===== config.mk =====
export PLATFORM = sky130hd
export DESIGN_NAME = flash_host_ctl
export DESIGN_NICKNAME = d
export VERILOG_FILES = /design/src/rtl/flash_ctl_pkg.sv /design/src/rtl/flash_host_ctl.sv
export SDC_FILE = /design/constraint.sdc
export NUM_CORES = 1
export LEC_CHECK = 0
export BUFFER_PORTS_ARGS = -buffer_cell sky130_fd_sc_hd__buf_2
export CORE_MARGIN = 8
export CORE_UTILIZATION = 40
export CTS_CLUSTER_SIZE = 24
export DETAILED_ROUTE_END_ITERATION = 12
export SETUP_SLACK_MARGIN = 0.05
export SLEW_MARGIN = 20
export SYNTH_ARGS = -nofsm -noshare
export SYNTH_HDL_FRONTEND = slang
export SYNTH_SLANG_ARGS = --single-unit

===== constraint.sdc =====
create_clock -name sys_clk_in -period 2.6 [get_ports sys_clk_in]
set_clock_uncertainty 0.15 [all_clocks]
set_input_delay 0.52 -clock sys_clk_in [delete_from_list [all_inputs] [get_ports sys_clk_in]]
set_output_delay 0.52 -clock sys_clk_in [all_outputs]
set_load 0.01 [all_outputs]

===== src/rtl/flash_ctl_pkg.sv =====
// Purpose: constants and carriers for the flash command/protection host controller
// Assumes: 250 MHz system clock, word-mode flash with 19 address bits
// Notes: timing figures are held in ns, cycle counts are derived from them
package flash_ctl_pkg;
  localparam int CLK_PERIOD_NS = 4;
  // strobe low time held well above the glitch filter width
  localparam int GLITCH_NS = 5;
  localparam int STROBE_NS = 40;
  localparam int SETUP_NS = 12;
  localparam int STROBE_CYC = (STROBE_NS + CLK_PERIOD_NS - 1) / CLK_PERIOD_NS;
  localparam int SETUP_CYC = (SETUP_NS + CLK_PERIOD_NS - 1) / CLK_PERIOD_NS;
  localparam logic [4:0] STROBE_CNT = 5'(STROBE_CYC);
  localparam logic [4:0] SETUP_CNT = 5'(SETUP_CYC);
  localparam int ADDR_W = 19;
  localparam int DATA_W = 16;
  // command sequence words
  localparam logic [18:0] UNLOCK_ADDR1 = 19'h00555;
  localparam logic [18:0] UNLOCK_ADDR2 = 19'h002AA;
  localparam logic [15:0] UNLOCK_DATA1 = 16'h00AA;
  localparam logic [15:0] UNLOCK_DATA2 = 16'h0055;
  localparam logic [15:0] ID_CMD_DATA = 16'h0090;
  localparam logic [15:0] RESET_CMD_DATA = 16'h00F0;
  // identification read offsets in word mode
  localparam logic [18:0] ID_MAKER_OFS = 19'h00000;
  localparam logic [18:0] ID_DEVICE_OFS = 19'h00001;
  localparam logic [18:0] ID_PROT_OFS = 19'h00002;
  localparam int SECTOR_LSB = 12;
  typedef enum logic [2:0] {
    OP_READ = 3'h0,
    OP_WRITE = 3'h1,
    OP_RESET_CMD = 3'h2,
    OP_ID_ENTER = 3'h3,
    OP_ID_READ_HV = 3'h4,
    OP_UNPROTECT = 3'h5
  } op_type;
  typedef struct packed {
    op_type op;
    logic [18:0] addr;
    logic [15:0] data;
  } req_type;
  typedef struct packed {
    logic ce_n;
    logic oe_n;
    logic we_n;
  } strobe_type;
endpackage


===== src/rtl/flash_host_ctl.sv =====
// Purpose: host-side bus controller that drives a parallel NOR flash
// Assumes: single 250 MHz clock; elevated voltages requested by level outputs
// Notes: one request at a time; ready_out low while busy
`timescale 1ns/1ps
////////////////////////////////////////////////////////////////////////////////
module flash_host_ctl (
  input wire logic sys_clk_in,
  input wire logic nrst_in,
  input wire flash_ctl_pkg::req_type req_in,
  input wire logic req_valid_in,
  output logic ready_out,
  output logic [15:0] rdata_out,
  output logic rdata_valid_out,
  output logic [18:0] flash_addr_out,
  output logic [15:0] flash_dq_out,
  output logic flash_dq_oe_out,
  input wire logic [15:0] flash_dq_in,
  output flash_ctl_pkg::strobe_type strobe_out,
  output logic addr_nine_hv_out,
  output logic reset_pin_hv_out,
  output logic timeout_seen_out,
  input wire logic supply_ok_in
);
  typedef enum logic [5:0] {
    ST_IDLE = 6'b000001,
    ST_SETUP = 6'b000010,
    ST_STROBE = 6'b000100,
    ST_HOLD = 6'b001000,
    ST_NEXT = 6'b010000,
    ST_DONE = 6'b100000
  } state_type;
  //////////////////////////////////////////////////////////////////////////////
  state_type state;
  state_type next_state;
  flash_ctl_pkg::req_type cur;
  logic [1:0] step;
  logic [4:0] cnt;
  logic [15:0] dq_meta;
  logic [15:0] dq_sync;
  logic sup_meta;
  logic sup_sync;
  wire is_read = (cur.op == flash_ctl_pkg::OP_READ) || (cur.op == flash_ctl_pkg::OP_ID_READ_HV);
  wire is_id_enter = cur.op == flash_ctl_pkg::OP_ID_ENTER;
  wire last_step = !is_id_enter || (step == 2'h2);
  // three cycle entry sequence, unlock words first
  wire [18:0] seq_addr = (step == 2'h0) ? flash_ctl_pkg::UNLOCK_ADDR1 :
                         (step == 2'h1) ? flash_ctl_pkg::UNLOCK_ADDR2 :
                         flash_ctl_pkg::UNLOCK_ADDR1;
  wire [15:0] seq_data = (step == 2'h0) ? flash_ctl_pkg::UNLOCK_DATA1 :
                         (step == 2'h1) ? flash_ctl_pkg::UNLOCK_DATA2 :
                         flash_ctl_pkg::ID_CMD_DATA;
  // reset command: address is don't care, data is the reset word
  wire [15:0] out_data = is_id_enter ? seq_data :
                         (cur.op == flash_ctl_pkg::OP_RESET_CMD) ?
                         flash_ctl_pkg::RESET_CMD_DATA : cur.data;
  wire [18:0] out_addr = is_id_enter ? seq_addr : cur.addr;
  wire cnt_done = cnt == 5'h00;
  // lockout: no request taken while supply is low, so no write starts
  wire take = (state == ST_IDLE) && req_valid_in && sup_sync;
  wire timeout_bit = dq_sync[5];
  //////////////////////////////////////////////////////////////////////////////
  always_comb begin
    next_state = state;
    case (state)
      ST_IDLE: if (take) next_state = ST_SETUP;
      ST_SETUP: if (cnt_done) next_state = ST_STROBE;
      ST_STROBE: if (cnt_done) next_state = ST_HOLD;
      ST_HOLD: if (cnt_done) next_state = last_step ? ST_DONE : ST_NEXT;
      ST_NEXT: next_state = ST_SETUP;
      ST_DONE: next_state = ST_IDLE;
      default: next_state = ST_IDLE;
    endcase
  end
  //////////////////////////////////////////////////////////////////////////////
  always_ff @(posedge sys_clk_in or negedge nrst_in) begin
    if (!nrst_in) begin
      dq_meta <= 16'h0000;
      dq_sync <= 16'h0000;
      sup_meta <= 1'b0;
      sup_sync <= 1'b0;
    end else begin
      dq_meta <= flash_dq_in;
      dq_sync <= dq_meta;
      sup_meta <= supply_ok_in;
      sup_sync <= sup_meta;
    end
  end

  always_ff @(posedge sys_clk_in or negedge nrst_in) begin
    if (!nrst_in) begin
      state <= ST_IDLE;
    end else begin
      state <= next_state;
    end
  end

  always_ff @(posedge sys_clk_in or negedge nrst_in) begin
    if (!nrst_in) begin
      cur <= '0;
      step <= 2'h0;
    end else if (take) begin
      cur <= req_in;
      step <= 2'h0;
    end else if (state == ST_NEXT) begin
      step <= step + 2'h1;
    end
  end

  // one counter serves setup, strobe and hold phases
  always_ff @(posedge sys_clk_in or negedge nrst_in) begin
    if (!nrst_in) begin
      cnt <= 5'h00;
    end else if ((state == ST_IDLE) || (state == ST_NEXT)) begin
      cnt <= flash_ctl_pkg::SETUP_CNT;
    end else if ((state == ST_SETUP) && cnt_done) begin
      cnt <= flash_ctl_pkg::STROBE_CNT;
    end else if ((state == ST_STROBE) && cnt_done) begin
      cnt <= flash_ctl_pkg::SETUP_CNT;
    end else if (!cnt_done) begin
      cnt <= cnt - 5'h01;
    end
  end

  //////////////////////////////////////////////////////////////////////////////
  wire in_cycle = (state != ST_IDLE) && (state != ST_DONE);
  wire drive_dq = !is_read && in_cycle;
  wire hv_read = (cur.op == flash_ctl_pkg::OP_ID_READ_HV) && in_cycle;
  wire unlock_hv = cur.op == flash_ctl_pkg::OP_UNPROTECT;
  wire next_oe_n = !is_read;
  wire next_we_n = is_read || unlock_hv;
  // the first three hold cycles see data sampled while output-enable was low;
  // the last hold cycle sees a released bus and must not feed any flag
  wire capture = (state == ST_HOLD) && is_read && (cnt == flash_ctl_pkg::SETUP_CNT);
  wire take_reset = take && (req_in.op == flash_ctl_pkg::OP_RESET_CMD);
  wire take_unprotect = take && (req_in.op == flash_ctl_pkg::OP_UNPROTECT);

  //////////////////////////////////////////////////////////////////////////////
  // strobes held inactive at reset so power-up shows no write pattern
  always_ff @(posedge sys_clk_in or negedge nrst_in) begin
    if (!nrst_in) begin
      strobe_out <= '{ce_n: 1'b1, oe_n: 1'b1, we_n: 1'b1};
    end else if (state == ST_STROBE) begin
      strobe_out.ce_n <= 1'b0;
      // write only with output-enable high
      strobe_out.oe_n <= next_oe_n;
      strobe_out.we_n <= next_we_n;
    end else begin
      // data held until after we rises
      strobe_out <= '{ce_n: 1'b1, oe_n: 1'b1, we_n: 1'b1};
    end
  end

  always_ff @(posedge sys_clk_in or negedge nrst_in) begin
    if (!nrst_in) begin
      flash_addr_out <= 19'h00000;
      flash_dq_out <= 16'h0000;
      flash_dq_oe_out <= 1'b0;
    end else begin
      // address stable before chip-select and write fall
      if (state == ST_SETUP) flash_addr_out <= out_addr;
      if (state == ST_SETUP) flash_dq_out <= out_data;
      flash_dq_oe_out <= drive_dq;
    end
  end

  always_ff @(posedge sys_clk_in or negedge nrst_in) begin
    if (!nrst_in) begin
      addr_nine_hv_out <= 1'b0;
      reset_pin_hv_out <= 1'b0;
    end else begin
      // high voltage on address nine held across whole read
      addr_nine_hv_out <= hv_read;
      // temporary unprotect is a level; the next taken request other than an unprotect drops it
      if (take) reset_pin_hv_out <= take_unprotect;
    end
  end

  always_ff @(posedge sys_clk_in or negedge nrst_in) begin
    if (!nrst_in) begin
      ready_out <= 1'b0;
      rdata_out <= 16'h0000;
      rdata_valid_out <= 1'b0;
    end else begin
      ready_out <= (next_state == ST_IDLE) && sup_sync;
      rdata_valid_out <= capture;
      if (capture) rdata_out <= dq_sync;
    end
  end

  // sticky timeout seen; set wins over a clear in the same cycle
  always_ff @(posedge sys_clk_in or negedge nrst_in) begin
    if (!nrst_in) begin
      timeout_seen_out <= 1'b0;
    end else if (capture && timeout_bit) begin
      timeout_seen_out <= 1'b1;
    end else if (take_reset) begin
      timeout_seen_out <= 1'b0;
    end
  end

endmodule


== Yosys cells after proc, flatten, opt, wreduce, memory -nomap -nowiden ==
Cells that the tools add are included.

* Memories kept: 0
* RAM bits: 0
* Memory bits (read-only): 0
* Flip-flop bits (word level): 145
* Bits in latches: 0

* Shift-type cells: 0
* Muxes and demuxes: 22
* Magnitude comparators: 0
* Eq/ne operators: 18
* Bitwise gates (word level): 0
* Reduce and logical (&&, ||, !) cells: 24
* Multiply operators: 0
* Divide/modulo/power cells: 0
* $add $sub $neg: 2

{| class="wikitable"
|+ Operators by type and width
! operator !! count
|-
| $mux 16 || 2
|-
| $mux 6 || 5
|-
| $pmux 6 s5 || 1
|-
| $mux 11 || 2
|-
| $mux 5 || 4
|-
| $mux 19 || 1
|-
| $mux 8 || 2
|-
| $logic_and 1x1->1 || 13
|-
| $eq 6x1->1 const B || 2
|-
| $eq 3x2->1 const B || 3
|-
| $eq 3x3->1 const B || 3
|-
| $eq 6x2->1 const B || 1
|-
| $eq 6x3->1 const B || 1
|-
| $eq 6x4->1 const B || 1
|-
| $eq 6x5->1 const B || 1
|-
| $ne 6x1->1 const B || 1
|-
| $ne 6x6->1 const B || 1
|-
| $eq 5x2->1 const B || 1
|-
| $logic_not 5->1 || 1
|-
| $sub 5x1->5 const B || 1
|-
| $logic_or 1x1->1 || 4
|-
| $mux 2 || 2
|-
| $ne 4x1->1 const B || 1
|-
| $reduce_bool 2->1 || 2
|-
| other kinds (8) || 10
|}

== Depth between registers and ports, before layout ==
* Depth after elaboration: 8
* Mapped depth: 7
* Depth with buffers taken out: 6

== Worst setup path after synthesis ==
No wires, ideal clock.

* Kind: register -> register
* Start: reg cnt[0]
* End: reg cnt[1]
* Path slack: 0.348 ns
* Required time: 2.332 ns
* Arrival: 1.984 ns
* Cell stages (with the launch flop): 7
* Cell sequence: dfrtp_1 -> inv_1 -> ha_1 -> or4b_1 -> clkbuf_1 -> or4b_2 -> a21o_1

* Word-level cells in the longest chain between the ends: 5

{| class="wikitable"
|+ RTL lines
! what !! RTL line !! text
|-
| start: declaration || flash_host_ctl.sv:37 || <nowiki>logic [4:0] cnt;</nowiki>
|-
| start signal: assignment || flash_host_ctl.sv:114 || <nowiki>cnt <= flash_ctl_pkg::SETUP_CNT;</nowiki>
|-
| start signal: assignment || flash_host_ctl.sv:116 || <nowiki>cnt <= flash_ctl_pkg::STROBE_CNT;</nowiki>
|-
| start signal: assignment || flash_host_ctl.sv:118 || <nowiki>cnt <= flash_ctl_pkg::SETUP_CNT;</nowiki>
|-
| $sub 5x1->5 / $logic_not 5->1 (equally long branches) || flash_host_ctl.sv:120, flash_host_ctl.sv:57 ||
|-
| $mux 5 / $logic_and 1x1->1 (equally long branches) || flash_host_ctl.sv:119, flash_host_ctl.sv:117 ||
|-
| $mux 5 || flash_host_ctl.sv:117 || <nowiki>end else if ((state == ST_STROBE) && cnt_done) begin</nowiki>
|-
| $mux 5 || flash_host_ctl.sv:115 || <nowiki>end else if ((state == ST_SETUP) && cnt_done) begin</nowiki>
|-
| $mux 5 || flash_host_ctl.sv:113 || <nowiki>end else if ((state == ST_IDLE) || (state == ST_NEXT)) begin</nowiki>
|}

Parallel ways exist; a longest one is shown, timed or not. The select of a mux whose other input is x is not followed.
A chain may end at the register's enable or synchronous reset.

== Final worst setup path ==
* Start: reg state[1]
* End: reg cur[22] (netlist bit)

* Word-level cells in the longest chain between the ends: 3

{| class="wikitable"
|+ RTL lines
! what !! RTL line !! text
|-
| start: declaration || flash_host_ctl.sv:33 || <nowiki>state_type state;</nowiki>
|-
| start signal: assignment || flash_host_ctl.sv:93 || <nowiki>state <= next_state;</nowiki>
|-
| $eq 6x1->1 || flash_host_ctl.sv:59 || <nowiki>wire take = (state == ST_IDLE) && req_valid_in && sup_sync;</nowiki>
|-
| $logic_and 1x1->1 (2 in series) || flash_host_ctl.sv:59 ||
|-
| end signal: assignment || flash_host_ctl.sv:102 || <nowiki>cur <= req_in;</nowiki>
|-
| end: declaration || flash_host_ctl.sv:35 || <nowiki>flash_ctl_pkg::req_type cur;</nowiki>
|}

Every way passes these cells.

==> flow_summary.toml <==
[sta]
fin_crit_ns = 2.341
finalHoldViolations = 0
drv_slew = 0
setup_viol = 0
rsz0062_at_grt = "no"
whs_ns = 0.05892
setup_tns_ns = 0
fmax_mhz = 427.3
max_slew_margin_pct = 56.45
min_period_over_period_pct = 90.02
worstMarginPinSlew_ns = 0.6532

[setup_path]
rrSetupSlack_ns = 0.26
critical-path-max-stage-delay_ns = 0.57
critPathBufInv = 1
timing.rr.start = "state[1]"
critPathArrivalTime_ns = 2.48
crit_family = "simple AND/OR/NAND/NOR gates"
r2r_cells = 4
cp-end-kind = "register"
cp.required_ns = 2.74
regToRegEndpoint = "cur[22]"
cp-start-kind = "register"
crit_cells = 4
path_cells = "nor4_1 > and4_2 > buf_12 > mux2_2"
worst-setup-path-type = "register to register"
slowest_stage = "and4_2"
crit_path_max_fanout = 16

[placement]
dp_cells = 717
gp_congestion = 0.7732
io_buffer_count = 117
place_hpwl_um = 8522

[synth]
ys_warn_count = 0
synth_fp_nets = 496
avgSynthCellArea_um2 = 12.79
yosysSeqAreaShare_pct = 65.93
async_flop_share_pct = 100.0
synthCells = 431
ys.flop_type = "dfrtp_1"
ys_seq_elements = 145
synthDistinctLibCells = 45
netlist_area_um2 = 5512
synth_edf_count = 0

[detailed_routing]
post_drt_via_cell_ratio = 4.769
drtIter0Drc = 160
drtPass1Iterations = 4
route.detailed.drc = 0
wirelength_um = 12040
num_vias = 3572
wl_per_cell_um = 16.07
drt.antenna.violating_nets = 0

[cells_and_area]
drive_gt1_share_pct = 39.37
final_cell_count_no_fill = 749
area_growth_pct = 26.29
diodes = 0
finish.net_count = 622

[pwr]
peakVddDrop_mv = 0.5773
p_total_w = 0.006711
p_leak_nw = 3.435
powerDensity_nw_per_um2 = 964.1

[cts]
clk_latency_ns = 0.41
clockBufferDepth = 2
h-tree-depth = 4
cts_buffers = 17
clk_pin_slew_worst_paths_ns = 0.06
root_buffer = "clkbuf_16"
cts_tree = "done"
cts_setup_buffers = 0
cts_num_sinks = 145

[status]
status = "complete, no violations"

[grt]
antenna_found_initial = 0
grt_pass1_vias = 3911
track_usage_pct = 14.18
grt-ovfl-total = 0
grt_pass1_wl_um = 19990
grt_max_degree = 79

[die]
die_h_um = 133.4
initial_core_util_pct = 40.33
die-area_um2 = 17790
row_count = 43
core_area_um2 = 13670
die_width_um = 133.4
ios = 118

[min_path]
hp-start = "supply_ok_in"
worstHoldPathType = "input port to register"
hold_end = "sup_meta"
min_path_cells = 1

[run]
drv_cap = 0
-- cells in the final DEF, fill, tap and decap left out, types with 3 or more instances in the layout --
master,netlist,final
dfrtp_1,141,141
buf_2,6,116
nand2_1,65,65
mux2_2,47,47
o21ai_0,46,46
nor2_1,17,17
clkbuf_16,0,17
a21oi_1,15,15
inv_1,9,9
mux2_4,8,8
buf_4,0,8
ha_1,7,7
nor2b_1,5,5
nor3_1,5,5
clkinv_2,0,4
bufinv_16,0,4
dfstp_2,4,4
nand3b_1,3,3
a21o_1,3,3
clkinvlp_4,0,3
buf_12,1,3
-- synthesized netlist by cell type, types with 2 or more instances --
| library cell | instances | area, µm² |
|---|---|---|
| nand4b_1 | 2 | 17.52 |
| xor2_1 | 2 | 17.52 |
| inv_1 | 9 | 33.78 |
| clkbuf_1 | 14 | 52.55 |
| a21oi_1 | 15 | 75.07 |
| nand2_1 | 65 | 244.0 |
| dfrtp_1 | 141 | 3528 |
| buf_2 | 6 | 30.03 |
| nor4_1 | 2 | 12.51 |
| ha_1 | 7 | 87.58 |
| mux2_4 | 8 | 120.1 |
| nor2b_1 | 5 | 31.28 |
| nor3_1 | 5 | 25.02 |
| and2b_2 | 2 | 17.52 |
| o21ai_0 | 46 | 230.2 |
| nor2_1 | 17 | 63.81 |
| nand3_1 | 3 | 15.01 |
| a21o_1 | 3 | 22.52 |
| mux2i_1 | 2 | 20.02 |
| nand3b_1 | 3 | 22.52 |
| dfstp_2 | 4 | 105.1 |
| mux2_2 | 47 | 529.3 |
-- registers in the layout, indices dropped and copies added, names as in the netlist, 2 cells and up --
signal,count
cur,38
flash_addr_out,19
dq_meta,16
dq_sync,16
flash_dq_out,16
rdata_out,16
state,6
cnt,5
strobe_out,3
step,2
-- final cells by class --
| cell class | count | area, µm² |
|---|---|---|
| repair buffers | 129 | 721.9 |
| well taps | 180 | 225.2 |
| multi-input cells | 255 | 1737 |
| clock inverters | 11 | 162.7 |
| flip-flops and latches | 145 | 3633 |
| clock buffers | 20 | 446.7 |
| inverters | 9 | 33.78 |
| fillers | 1254 | 6705 |
-- cells by family after synthesis --
family | synth area share [%]
flops | 65.92
simple gates | 10.26
compound gates | 6.924
mux | 12.15
buf+inv | 2.679
fa+ha+maj | 1.589
xor+xnor | 0.4768
-- worst max path at each step --
stage | startpoint | end | slack (ns)
floorplan | cnt[0] | cnt[1] | 0.35
global placement | state[1] | cur[22] | 0.35
detailed placement | state[1] | cur[22] | 0.27
CTS | state[1] | cur[22] | 0.24
global route | state[1] | cur[22] | 0.13
finish | state[1] | cur[22] | 0.26
-- routing by layer --
layer	routed length, µm	GRT usage [%]
met1	5063	15.98
met2	6093	23.68
met3	714	5.535
met4	163	5.614
met5	0	0
-- metrics by stage --
| step | util (%) | setup slack [ns] | area (µm²) |
|---|---|---|---|
| final | 50.93 | 0.2595 | 6960 |
| after detailed placement | 46.40 | 0.2664 | 6341 |
| after global routing | 50.93 | 0.1267 | 6960 |
| after CTS | 50.93 | 0.2368 | 6960 |
| after floorplan | - | 0.3483 | 5512 |
| after global placement | 46.40 | 0.3503 | 6341 |
-- timing repair --
action,CTS,global route
hold endpoints to repair,23,0
gates resized for setup,0,0
setup endpoints to repair,0,0
hold buffers,1,0
-- power by group --
part | internal, W | switching (W)
Combinational | 0.000546 | 0.000642
Clock | 0.00162 | 0.000909
Sequential | 0.00272 | 0.000272
Total | 0.00489 | 0.00182
Note: power is estimated with default switching activity, not from simulation.
